$ cat src/flow_scaler_pkg.sv
// Shared constants and types for the flow pulse rate scaler
package flow_scaler_pkg;

  // Logic clock
  localparam int CLK_FREQ_HZ    = 100_000_000;

  // Output pulse durations as printed
  localparam int PULSE_LONG_MS  = 50;   // Totalizer variant
  localparam int PULSE_SHORT_US = 200;  // Digital electronics variant

  // Durations in clock cycles (exact multiples at this rate)
  localparam int LONG_CYCLES    = PULSE_LONG_MS * (CLK_FREQ_HZ / 1000);
  localparam int SHORT_CYCLES   = PULSE_SHORT_US * (CLK_FREQ_HZ / 1000000);

  // Pulse timer width, wide enough for LONG_CYCLES
  localparam int TIMER_W        = 23;

  // Fraction stage: four BCD digits
  localparam int DIGITS         = 4;
  localparam int ACC_W          = 4 * DIGITS;
  localparam logic [ACC_W-1:0] ACC_RESET = 16'h0000;
  localparam logic [3:0] BCD_MAX = 4'h9;

  // Decade selector codes
  localparam logic [2:0] SEL_X1     = 3'h0;
  localparam logic [2:0] SEL_X0P1   = 3'h1;
  localparam logic [2:0] SEL_X0P01  = 3'h2;
  localparam logic [2:0] SEL_X0P001 = 3'h3;
  localparam logic [2:0] SEL_X0P0001 = 3'h4;

  // Decade divider terminal counts
  localparam int DIV_W = 14;
  localparam logic [DIV_W-1:0] DIV_1     = 14'h0001;
  localparam logic [DIV_W-1:0] DIV_10    = 14'h000a;
  localparam logic [DIV_W-1:0] DIV_100   = 14'h0064;
  localparam logic [DIV_W-1:0] DIV_1000  = 14'h03e8;
  localparam logic [DIV_W-1:0] DIV_10000 = 14'h2710;
  localparam logic [DIV_W-1:0] DIV_RESET = 14'h0000;

  // Owed output pulses
  localparam int OWED_W = 16;
  localparam logic [OWED_W-1:0] OWED_RESET = 16'h0000;
  localparam logic [OWED_W-1:0] OWED_MAX   = 16'hffff;

  // Output stage phases
  typedef enum logic [2:0] {
    PH_IDLE = 3'b001,
    PH_HIGH = 3'b010,
    PH_GAP  = 3'b100
  } phase_t;

endpackage

$ cat src/flow_pulse_rate_scaler.sv
// Flow pulse rate scaler: BCD fraction, decade divider, output pulser
//
// Function
// - Four BCD switch digits scale rate .0000-.9999
// - Decade selector multiplies by 1 down to .0001
// - Fraction output alone feeds the decade divider
// - One output pulse per divided unit pulse, while fewer than 65535 are owed
// - No input pulses means no output pulses
// - No start command; runs as pulses arrive
// - Output pulse width 50 ms or 0.2 ms
`timescale 1ns/100ps
module flow_pulse_rate_scaler
  import flow_scaler_pkg::*;
#(
  parameter int LONG_PULSE_CYCLES  = LONG_CYCLES,
  parameter int SHORT_PULSE_CYCLES = SHORT_CYCLES
) (
  // Clock and reset
  input  wire logic             i_ref_clk,
  input  wire logic             i_rst,
  // Conditioned flow pulse train
  input  wire logic             i_flow_pulse,
  // Scaling switches
  input  wire logic [ACC_W-1:0] i_factor_digits,
  input  wire logic [2:0]       i_decade_sel,
  input  wire logic             i_long_pulse,
  // Host side
  output logic                  o_unit_pulse,
  output logic                  o_busy
);

  // Timer reload values, one less than the width in cycles
  // A width of one loads zero and still gives one cycle high
  localparam logic [TIMER_W-1:0] LONG_LOAD  =
    TIMER_W'(LONG_PULSE_CYCLES - 1);
  localparam logic [TIMER_W-1:0] SHORT_LOAD =
    TIMER_W'(SHORT_PULSE_CYCLES - 1);
  localparam logic [TIMER_W-1:0] TIMER_ZERO = 23'h000000;

  // Whole block state
  typedef struct packed {
    // Input edge detect
    logic                flow_q;
    // Fraction stage
    logic [ACC_W-1:0]    acc;
    logic                frac_pulse;
    // Decade divider
    logic [DIV_W-1:0]    div_cnt;
    logic                unit_pulse;
    // Output pulser
    logic [OWED_W-1:0]   owed;
    phase_t              phase;
    logic [TIMER_W-1:0]  timer;
    logic                long_sel;
    // Registered outputs
    logic                out_pulse;
    logic                busy;
  } state_t;

  state_t st;
  state_t next_st;

  // Adder chain results
  logic [ACC_W-1:0] acc_sum;
  logic [DIGITS:0]  carry;

  // No carry into the lowest digit
  assign carry[0] = 1'b0;

  // Accumulator plus switch setting, digit by digit
  // Top carry is the wrap past 9999, the fraction pulse
  for (genvar d = 0; d < DIGITS; d++) begin : g_digit
    bcd_digit_add u_digit (
      .i_acc_digit (st.acc[4*d +: 4]),
      .i_set_digit (i_factor_digits[4*d +: 4]),
      .i_carry     (carry[d]),
      .o_sum_digit (acc_sum[4*d +: 4]),
      .o_carry     (carry[d+1])
    );
  end

  // Decade divider terminal count for the selector
  // Pure decode of the selector switch; no state
  function automatic logic [DIV_W-1:0] div_limit(input logic [2:0] sel);
    logic [DIV_W-1:0] lim;
    case (sel)
      SEL_X1:      lim = DIV_1;
      SEL_X0P1:    lim = DIV_10;
      SEL_X0P01:   lim = DIV_100;
      SEL_X0P001:  lim = DIV_1000;
      SEL_X0P0001: lim = DIV_10000;
      default:     lim = DIV_1; // Unused codes act as times one
    endcase
    return lim;
  endfunction

  // Per-cycle helpers of the next-state process
  logic             flow_edge;
  logic [DIV_W-1:0] limit;
  logic [DIV_W-1:0] div_inc;
  logic             owe_add;
  logic             owe_take;

  // Next state
  always_comb begin
    // Hold everything unless a stage moves it
    next_st   = st;
    flow_edge = i_flow_pulse & ~st.flow_q;
    limit     = div_limit(i_decade_sel);
    div_inc   = st.div_cnt + 14'h0001;
    owe_add   = 1'b0;
    owe_take  = 1'b0;

    // Previous input level for the edge detect
    next_st.flow_q = i_flow_pulse;

    // Fraction stage steps only on an input edge; idle input stays idle
    // Remainder stays in the accumulator, so no flow is lost
    next_st.frac_pulse = 1'b0;
    if (flow_edge) begin
      next_st.acc        = acc_sum;
      next_st.frac_pulse = carry[DIGITS];
    end

    // Decade divider sees fraction pulses and nothing else
    // Count survives selector changes; a lower limit fires next
    next_st.unit_pulse = 1'b0;
    if (st.frac_pulse) begin
      if (div_inc >= limit) begin
        next_st.div_cnt    = DIV_RESET;
        next_st.unit_pulse = 1'b1;
      end else begin
        next_st.div_cnt = div_inc;
      end
    end

    // Output pulser; owed count keeps up to 65535 units during a long pulse
    owe_add = st.unit_pulse;

    // Idle, high for the width, low for the width, then idle
    case (st.phase)
      PH_IDLE: begin
        // No enable needed: any owed unit starts a pulse
        if (st.owed != OWED_RESET || st.unit_pulse) begin
          owe_take         = 1'b1;
          next_st.phase    = PH_HIGH;
          next_st.long_sel = i_long_pulse;
          next_st.timer    = i_long_pulse ? LONG_LOAD : SHORT_LOAD;
        end
      end

      PH_HIGH: begin
        // Counts the high time down to zero
        if (st.timer == TIMER_ZERO) begin
          // Low gap as long as the pulse, so counters see each one
          next_st.phase = PH_GAP;
          next_st.timer = st.long_sel ? LONG_LOAD : SHORT_LOAD;
        end else begin
          next_st.timer = st.timer - 23'h000001;
        end
      end

      PH_GAP: begin
        // Low gap ends in idle; owed units restart there
        if (st.timer == TIMER_ZERO) begin
          next_st.phase = PH_IDLE;
        end else begin
          next_st.timer = st.timer - 23'h000001;
        end
      end

      default: begin
        // Unknown phase code recovers to idle
        next_st.phase = PH_IDLE;
        next_st.timer = TIMER_ZERO;
      end
    endcase

    // Owed count: add and take may coincide and cancel
    // Saturates at the top; units beyond it are lost
    if (owe_add && !owe_take) begin
      if (st.owed != OWED_MAX) begin
        next_st.owed = st.owed + 16'h0001;
      end
    end else if (owe_take && !owe_add) begin
      next_st.owed = st.owed - 16'h0001;
    end

    // Taken from the next state so each output is a flip-flop
    next_st.out_pulse = (next_st.phase == PH_HIGH);
    next_st.busy      = (next_st.phase != PH_IDLE)
                        || (next_st.owed != OWED_RESET);
  end

  // State register
  // Synchronous reset clears every field together
  always_ff @(posedge i_ref_clk) begin
    if (i_rst) begin
      // Empty pipeline, idle pulser, outputs low
      st.flow_q     <= 1'b0;
      st.acc        <= ACC_RESET;
      st.frac_pulse <= 1'b0;
      st.div_cnt    <= DIV_RESET;
      st.unit_pulse <= 1'b0;
      st.owed       <= OWED_RESET;
      st.phase      <= PH_IDLE;
      st.timer      <= TIMER_ZERO;
      st.long_sel   <= 1'b0;
      st.out_pulse  <= 1'b0;
      st.busy       <= 1'b0;
    end else begin
      // Every register moves on every edge
      st <= next_st;
    end
  end

  // Outputs straight from flip-flops
  assign o_unit_pulse = st.out_pulse;
  assign o_busy       = st.busy;

endmodule // flow_pulse_rate_scaler

$ cat src/bcd_digit_add.sv
// One BCD digit adder with carry, used for the fraction accumulator
`timescale 1ns/100ps
module bcd_digit_add
  import flow_scaler_pkg::*;
(
  // Operands
  input  wire logic [3:0] i_acc_digit,
  input  wire logic [3:0] i_set_digit,
  input  wire logic       i_carry,
  // Result
  output logic      [3:0] o_sum_digit,
  output logic            o_carry
);

  logic [3:0] set_clamped;
  logic [4:0] raw;

  // Non-decimal switch codes are taken as nine
  always_comb begin
    set_clamped = (i_set_digit > BCD_MAX) ? BCD_MAX : i_set_digit;
    raw         = {1'b0, i_acc_digit} + {1'b0, set_clamped}
                  + {4'h0, i_carry};
    if (raw > {1'b0, BCD_MAX}) begin
      o_sum_digit = 4'(raw - 5'h0a);
      o_carry     = 1'b1;
    end else begin
      o_sum_digit = raw[3:0];
      o_carry     = 1'b0;
    end
  end

endmodule // bcd_digit_add

$ cat config.mk
export PLATFORM = sky130hd
export DESIGN_NAME = flow_pulse_rate_scaler
export DESIGN_NICKNAME = d
export VERILOG_FILES = /design/src/flow_scaler_pkg.sv /design/src/flow_pulse_rate_scaler.sv /design/src/bcd_digit_add.sv
export SDC_FILE = /design/constraint.sdc
export NUM_CORES = 1
export LEC_CHECK = 0
export BUFFER_PORTS_ARGS = -buffer_cell sky130_fd_sc_hd__buf_2
export CAP_MARGIN = 30
export CORE_MARGIN = 1
export CORE_UTILIZATION = 35
export CTS_CLUSTER_DIAMETER = 30
export DETAILED_ROUTE_END_ITERATION = 10
export SETUP_SLACK_MARGIN = 0.15
export SYNTH_ARGS = -nofsm -noshare
export SYNTH_HDL_FRONTEND = slang
export SYNTH_HIERARCHICAL = 1
export SYNTH_SLANG_ARGS = --single-unit
$ cat constraint.sdc
create_clock -name i_ref_clk -period 10.4 [get_ports i_ref_clk]
set_clock_uncertainty 0.15 [all_clocks]
set_input_delay 0.52 -clock i_ref_clk [delete_from_list [all_inputs] [get_ports i_ref_clk]]
set_output_delay 0.52 -clock i_ref_clk [all_outputs]
set_load 0.01 [all_outputs]
# [Word-level counts from Yosys, hierarchy flattened]
# Cells that the tools add are included.
[totals] latchBits=0 reg_bits=78 memories=0 out_inout_bits=2 rom_bits=0 mem_bits_rw=0 input_bits=23 wordCells=92
[classes] n_eq_ne=12 n_shift=0 n_reduce_logical=13 div=0 n_addsub=15 muxes=28 mul=0 order_cmp=9 bitwise=4
[ops] operator="two-way mux 23 bit" n=4
[ops] operator="case mux 26 bit (3 select lines)" n=1
[ops] operator="case mux 14 bit (4 select lines)" n=1
[ops] operator="two-way mux 16 bit" n=3
[ops] operator="two-way mux 4 bit" n=8
[ops] operator="nonzero test 16 bit" n=2
[ops] operator="two-way mux 27 bit" n=1
[ops] operator="logical NOT 23 bit" n=1
[ops] operator="subtractor 23 x 1 -> 23 bit, second input constant" n=1
[ops] operator="adder 4 x 4 -> 5 bit" n=4
[ops] operator="greater-than comparator 5 x 4 -> 1 bit, second input constant" n=4
[ops] operator="adder 16 x 1 -> 16 bit, second input constant" n=1
[ops] operator="greater-than comparator 4 bit, second input constant" n=4
[ops] operator="!= test 16 bit, second input constant" n=1
[ops] operator="subtractor 16 x 1 -> 16 bit, second input constant" n=1
[ops] operator="subtractor 4 bit, second input constant" n=4
[ops] operator="adder 5 x 1 -> 5 bit" n=3
[ops] operator="adder 14 x 1 -> 14 bit, second input constant" n=1
[ops] operator="greater-or-equal comparator 14 bit" n=1
[ops] operator="two-way mux 14 bit" n=1
[ops] operator="== test 3 x 2 -> 1 bit, second input constant" n=4
[ops] operator="two-way mux 1 bit" n=7
[ops] operator="== test 3 x 1 -> 1 bit, second input constant" n=2
[ops] operator="== test 3 bit, second input constant" n=2
[ops] operator="10 further kinds" n=19

# [Logic depth before layout (Yosys ltp)]
[depth] depth_word=14 depth_mapped=39 ltp_nobuf=39

# [By module]
# The synthesis kept the hierarchy.
[modules_own_cells] module="flow_pulse_rate_scaler" cells_per_inst=595 area_per_inst_um2=4584.4 seq_area_each_um2=1561.5 instances=1
[modules_own_cells] module="bcd_digit_add" cells_per_inst=32 area_per_inst_um2=252.7 seq_area_each_um2=0.0 instances=4

# [Worst setup path before layout]
# Ideal clock, no wire load.
[synth_timing] path_type="input-to-reg" start="input port i_factor_digits[2]" end="register st[75] in the netlist's numbering" t_arrival_ps=7336 n_path_buf=0 required_time_ps=10180 slack_ps=2843 stages=39 setup_ps=70 path_cell_list="o21a_1 nor2_1 fa_1 inv_1 fa_1 xnor2_1 ha_1 a31o_1 o31a_1 inv_1 inv_1 fa_1 inv_1 fa_1 xnor2_1 ha_1 a31o_1 o31a_1 (+3 left out) inv_1 fa_1 xnor2_1 ha_1 a31o_1 o31a_1 inv_1 inv_1 fa_1 inv_1 fa_1 xnor2_1 ha_1 a31o_1 o31a_1 mux2i_1 nand2_1 a21oi_1"
[synth_via] elab_chain_len=14 word_cells_on_any_way=15 classes_between="5 x add/sub; 5 x order compare; 5 x mux"
[synth_lines] element="start: declaration" line_no="flow_pulse_rate_scaler.sv:24" rtl="input wire logic [ACC_W-1:0] i_factor_digits,"
[synth_lines] element="greater-than comparator 4 bit" line_no="bcd_digit_add.sv:20" rtl="set_clamped = (i_set_digit > BCD_MAX) ? BCD_MAX : i_set_digit;"
[synth_lines] element="two-way mux 4 bit (*)" line_no="bcd_digit_add.sv:20"
[synth_lines] element="adder 4 x 4 -> 5 bit (*)" line_no="bcd_digit_add.sv:21" rtl="raw = {1'b0, i_acc_digit} + {1'b0, set_clamped}"
[synth_lines] element="greater-than comparator 5 x 4 -> 1 bit (*)" line_no="bcd_digit_add.sv:23" rtl="if (raw > {1'b0, BCD_MAX}) begin"
[synth_lines] element="two-way mux 1 bit (*)" line_no="bcd_digit_add.sv:23"
[synth_lines] element="named net carry[1]" line_no="flow_pulse_rate_scaler.sv:65" rtl="logic [DIGITS:0] carry;"
[synth_lines] element="adder 5 x 1 -> 5 bit (*)" line_no="bcd_digit_add.sv:22" rtl="+ {4'h0, i_carry};"
[synth_lines] element="greater-than comparator 5 x 4 -> 1 bit (*)" line_no="bcd_digit_add.sv:23"
[synth_lines] element="(+1 left out)"
[synth_lines] element="named net carry[2]" line_no="flow_pulse_rate_scaler.sv:65"
[synth_lines] element="adder 5 x 1 -> 5 bit (*)" line_no="bcd_digit_add.sv:22"
[synth_lines] element="greater-than comparator 5 x 4 -> 1 bit (*)" line_no="bcd_digit_add.sv:23"
[synth_lines] element="two-way mux 1 bit (*)" line_no="bcd_digit_add.sv:23"
[synth_lines] element="named net carry[3]" line_no="flow_pulse_rate_scaler.sv:65"
[synth_lines] element="adder 5 x 1 -> 5 bit (*)" line_no="bcd_digit_add.sv:22"
[synth_lines] element="subtractor 4 bit / greater-than comparator 5 x 4 -> 1 bit (equally long branches)" line_no="bcd_digit_add.sv:24, bcd_digit_add.sv:23"
[synth_lines] element="two-way mux 4 bit (*)" line_no="bcd_digit_add.sv:23"
[synth_lines] element="named net acc_sum[14]" line_no="flow_pulse_rate_scaler.sv:64" rtl="logic [ACC_W-1:0] acc_sum;"
[synth_lines] element="end signal: assignment" line_no="flow_pulse_rate_scaler.sv:213" rtl="st <= next_st;"
[synth_lines] element="end: declaration" line_no="flow_pulse_rate_scaler.sv:60" rtl="state_t st;"
# Mark *: on every way through the listed nets, which the timed path passes. The rest lies on a longest branch.
# A chain may end at the register's enable or synchronous reset.

# [Worst setup path in the final report]
[layout_timing] start="input port i_factor_digits[2]" end="register st[74] in the netlist's numbering"
# Same word-level chain as after synthesis.

==> qor.yml <==
run_status:
  status: "completed"
cells_and_area:
  layoutNonFillerInstCount: 945
  utilization_pct: 39.9
  diodes: 0
  stdcell_area_sq_um: 6160
  syn2layout_area_growth_pct: 10.0
  nNetsFinal: 794
  drive_above_1_share_pct: 8.99
routing:
  vias: 5044
  drt-initial-drc-count: 305
  drc: 0
  dr.pass1.iters: 5
  wl_per_cell_um: 13.5
  ant_nets: 0
  viasPerCell: 5.34
  wirelength_um: 12800
clock_tree:
  clock_latency_ns: 0.34
  ctsResizeCount: 0
  cts_tree: "done"
  ctsHoldBuffers: 0
  numCtsBuffers: 9
  cts_max_path_buffers: 2
  path_clk_slew_ns: 0.06
  clockRootBuffer: "clkbuf_16"
  post_cts_buffers: 0
  htree_levels: 3
  cts_sinks: 78
critical_path:
  cp_slowest_stage_delay_ns: 0.45
  crit_type: "input port to register"
  cp_max_fo: 3
  cp_data_arrival_time_ns: 7.92
  worstSetupEndpointType: "register"
  crit_start: "i_factor_digits[2]"
  worst_path_max_delay_cell: "fa_1"
  critPathMostFrequentCell: "inv_1"
  start_kind: "input port"
  worstPathRequired_ns: 10.52
  timing.rr.start: "st[61]$_SDFFE_PP0P_"
global_routing:
  grt_max_degree: 62
  grt_usage_pct: 16.5
  first_global_vias: 4812
  overflow: 0
  antenna_found_initial: 0
  grt_pass1_wl_um: 22400
logic_synthesis:
  synth_cell_types: 62
  yosysTopAreaCellShare_pct: 27.9
  synth_fp_nets: 788
  synth_fa_ha_area_share_pct: 10.5
  synth_compound_area_share_pct: 20.6
  yosys.area_share.simple_pct: 28.6
  yosysTopAreaCell: "dfxtp_1"
  synthArstFlopShare_pct: 0
  ys_warn_count: 6
  synth_edf_count: 0
  ys_top_cells_by_count: "83 x nand2_1, 78 x dfxtp_1, 58 x a21oi_1"
  synth-xor-area-share_pct: 5.95
  syn_area_sq_um: 5600
  ys.flop_type: "dfxtp_1"
  synth.most_common_cell: "nand2_1"
  ys_ff_latch: 78
  synth_cells: 723
  ys_seq_area_share_pct: 27.9
  synth_mux_area_share_pct: 1.25
  avgSynthCellArea_sq_um: 7.74
  synth_top_family_by_area: "simple AND/OR/NAND/NOR gates"
  synth_area_leaders: "dfxtp_1 28%, ha_1 7.6%, nand2_1 5.6%"
floorplanning:
  rows: 45
  dieArea_sq_um: 16500
  die_width_um: 128
  io_pins: 25
  start_util_pct: 36.3
  die_h_um: 128
  core-area_sq_um: 15400
place:
  port-buffer-count: 24
  placed_cells: 929
  postPlaceCellArea_sq_um: 5870
  hpwl_um: 9180
  place_congestion: 0.876
timing:
  setup_violations: 0
  rsz0062_at_grt: "false"
  maxSlewViolCount: 0
  hold_viol: 0
  fin_crit_sh_pct: 75.0
  max_slew_margin_pct: 32.7
  clock.fmax_mhz: 128
  setup-tns-final_ns: 0
  tightestPinTransition_ns: 1.01
  post-route-min-period_ns: 7.80
flow_run:
  max_cap_violations: 0
power_and_ir_drop:
  total_power_mw: 1.78
  power_density_nw_per_um2: 290
  ir_drop_uv: 120
  p_leak_nw: 2.41
min_path:
  min_from: "st[4]$_SDFFE_PP0P_"
  hold_class: "register to register"
[layout make-up]
class	count	area [sq um]
clock buffers	13	270
clock inverters	3	17.5
fillers	1608	9270
inverters	39	146
multi-input cells	573	3750
flip-flops and latches	78	1560
well taps	211	264
repair buffers	28	150
[kinds of logic after synthesis]
group	Yosys count
AND/OR/NAND/NOR	307
flip-flops	78
buffers and inverters	72
AO/OA/AOI/OAI	178
adder cells (fa/ha/maj)	42
multiplexers	7
XOR/XNOR	38
other	1
[flip-flops by register name, summed over array words and instances (netlist names)]
| register | flops |
|---|---|
| owe_add | 1 |
| st | 75 |
| o_unit_pulse | 1 |
| o_busy | 1 |
[where the power goes]
part,internal [mW],switching (mW)
logic,0.415,0.598
clock network,0.181,0.127
registers,0.374,0.0901
total,0.970,0.815
[worst paths after layout]
path / endpoint / slack (ns) / depth (start not counted)
min reg2reg: st[4]$_SDFFE_PP0P_ / 0.31 / 2
max: st[74]$_SDFFE_PP0P_ / 2.60 / 40
max reg2reg: st[74]$_SDFFE_PP0P_ / 2.76 / 38
min: st[4]$_SDFFE_PP0P_ / 0.31 / 2
[metal layers]
| layer | track usage [%] | vias to the layer above | share of wire [%] |
|---|---|---|---|
| met4 | 4.22 | 0 | 0.85 |
| met1 | 22.3 | 2332 | 50 |
| li1 | - | 2602 | - |
| met5 | 0 | - | 0 |
| met2 | 26.8 | 99 | 45 |
| met3 | 3.12 | 11 | 4.2 |
[layout by cell type (no fill, tap or decap), types with 11 or more instances in the layout]
master,count
dfxtp_1,78
nand2b_1,12
ha_1,34
or2_2,13
nand3_1,12
a31oi_1,11
nor3_1,31
a211oi_1,18
o21ai_0,25
xnor2_1,22
nor4_1,13
nand2_1,83
inv_1,39
and2_1,13
nand4_1,13
nor2_1,57
buf_2,24
a21oi_1,58
nor2b_1,14
xor2_1,16
[worst max-delay path, delay by kind of cell]
kind,cells,cell delay [ns]
AND/OR/NAND/NOR,2,0.18
XOR/XNOR,4,0.62
buffers and inverters,12,0.83
AO/OA/AOI/OAI,10,2.28
adder cells (fa/ha/maj),12,3.51
[stage by stage]
stage               setup WS [ns]  hold slack, ns
floorplan                    2.84           0.280
global placement             2.40           0.293
detailed placement           2.23           0.302
CTS                          2.57           0.308
global route                 1.98           0.323
finish                       2.60           0.309
No activity file was read; power rests on OpenSTA's default activity.
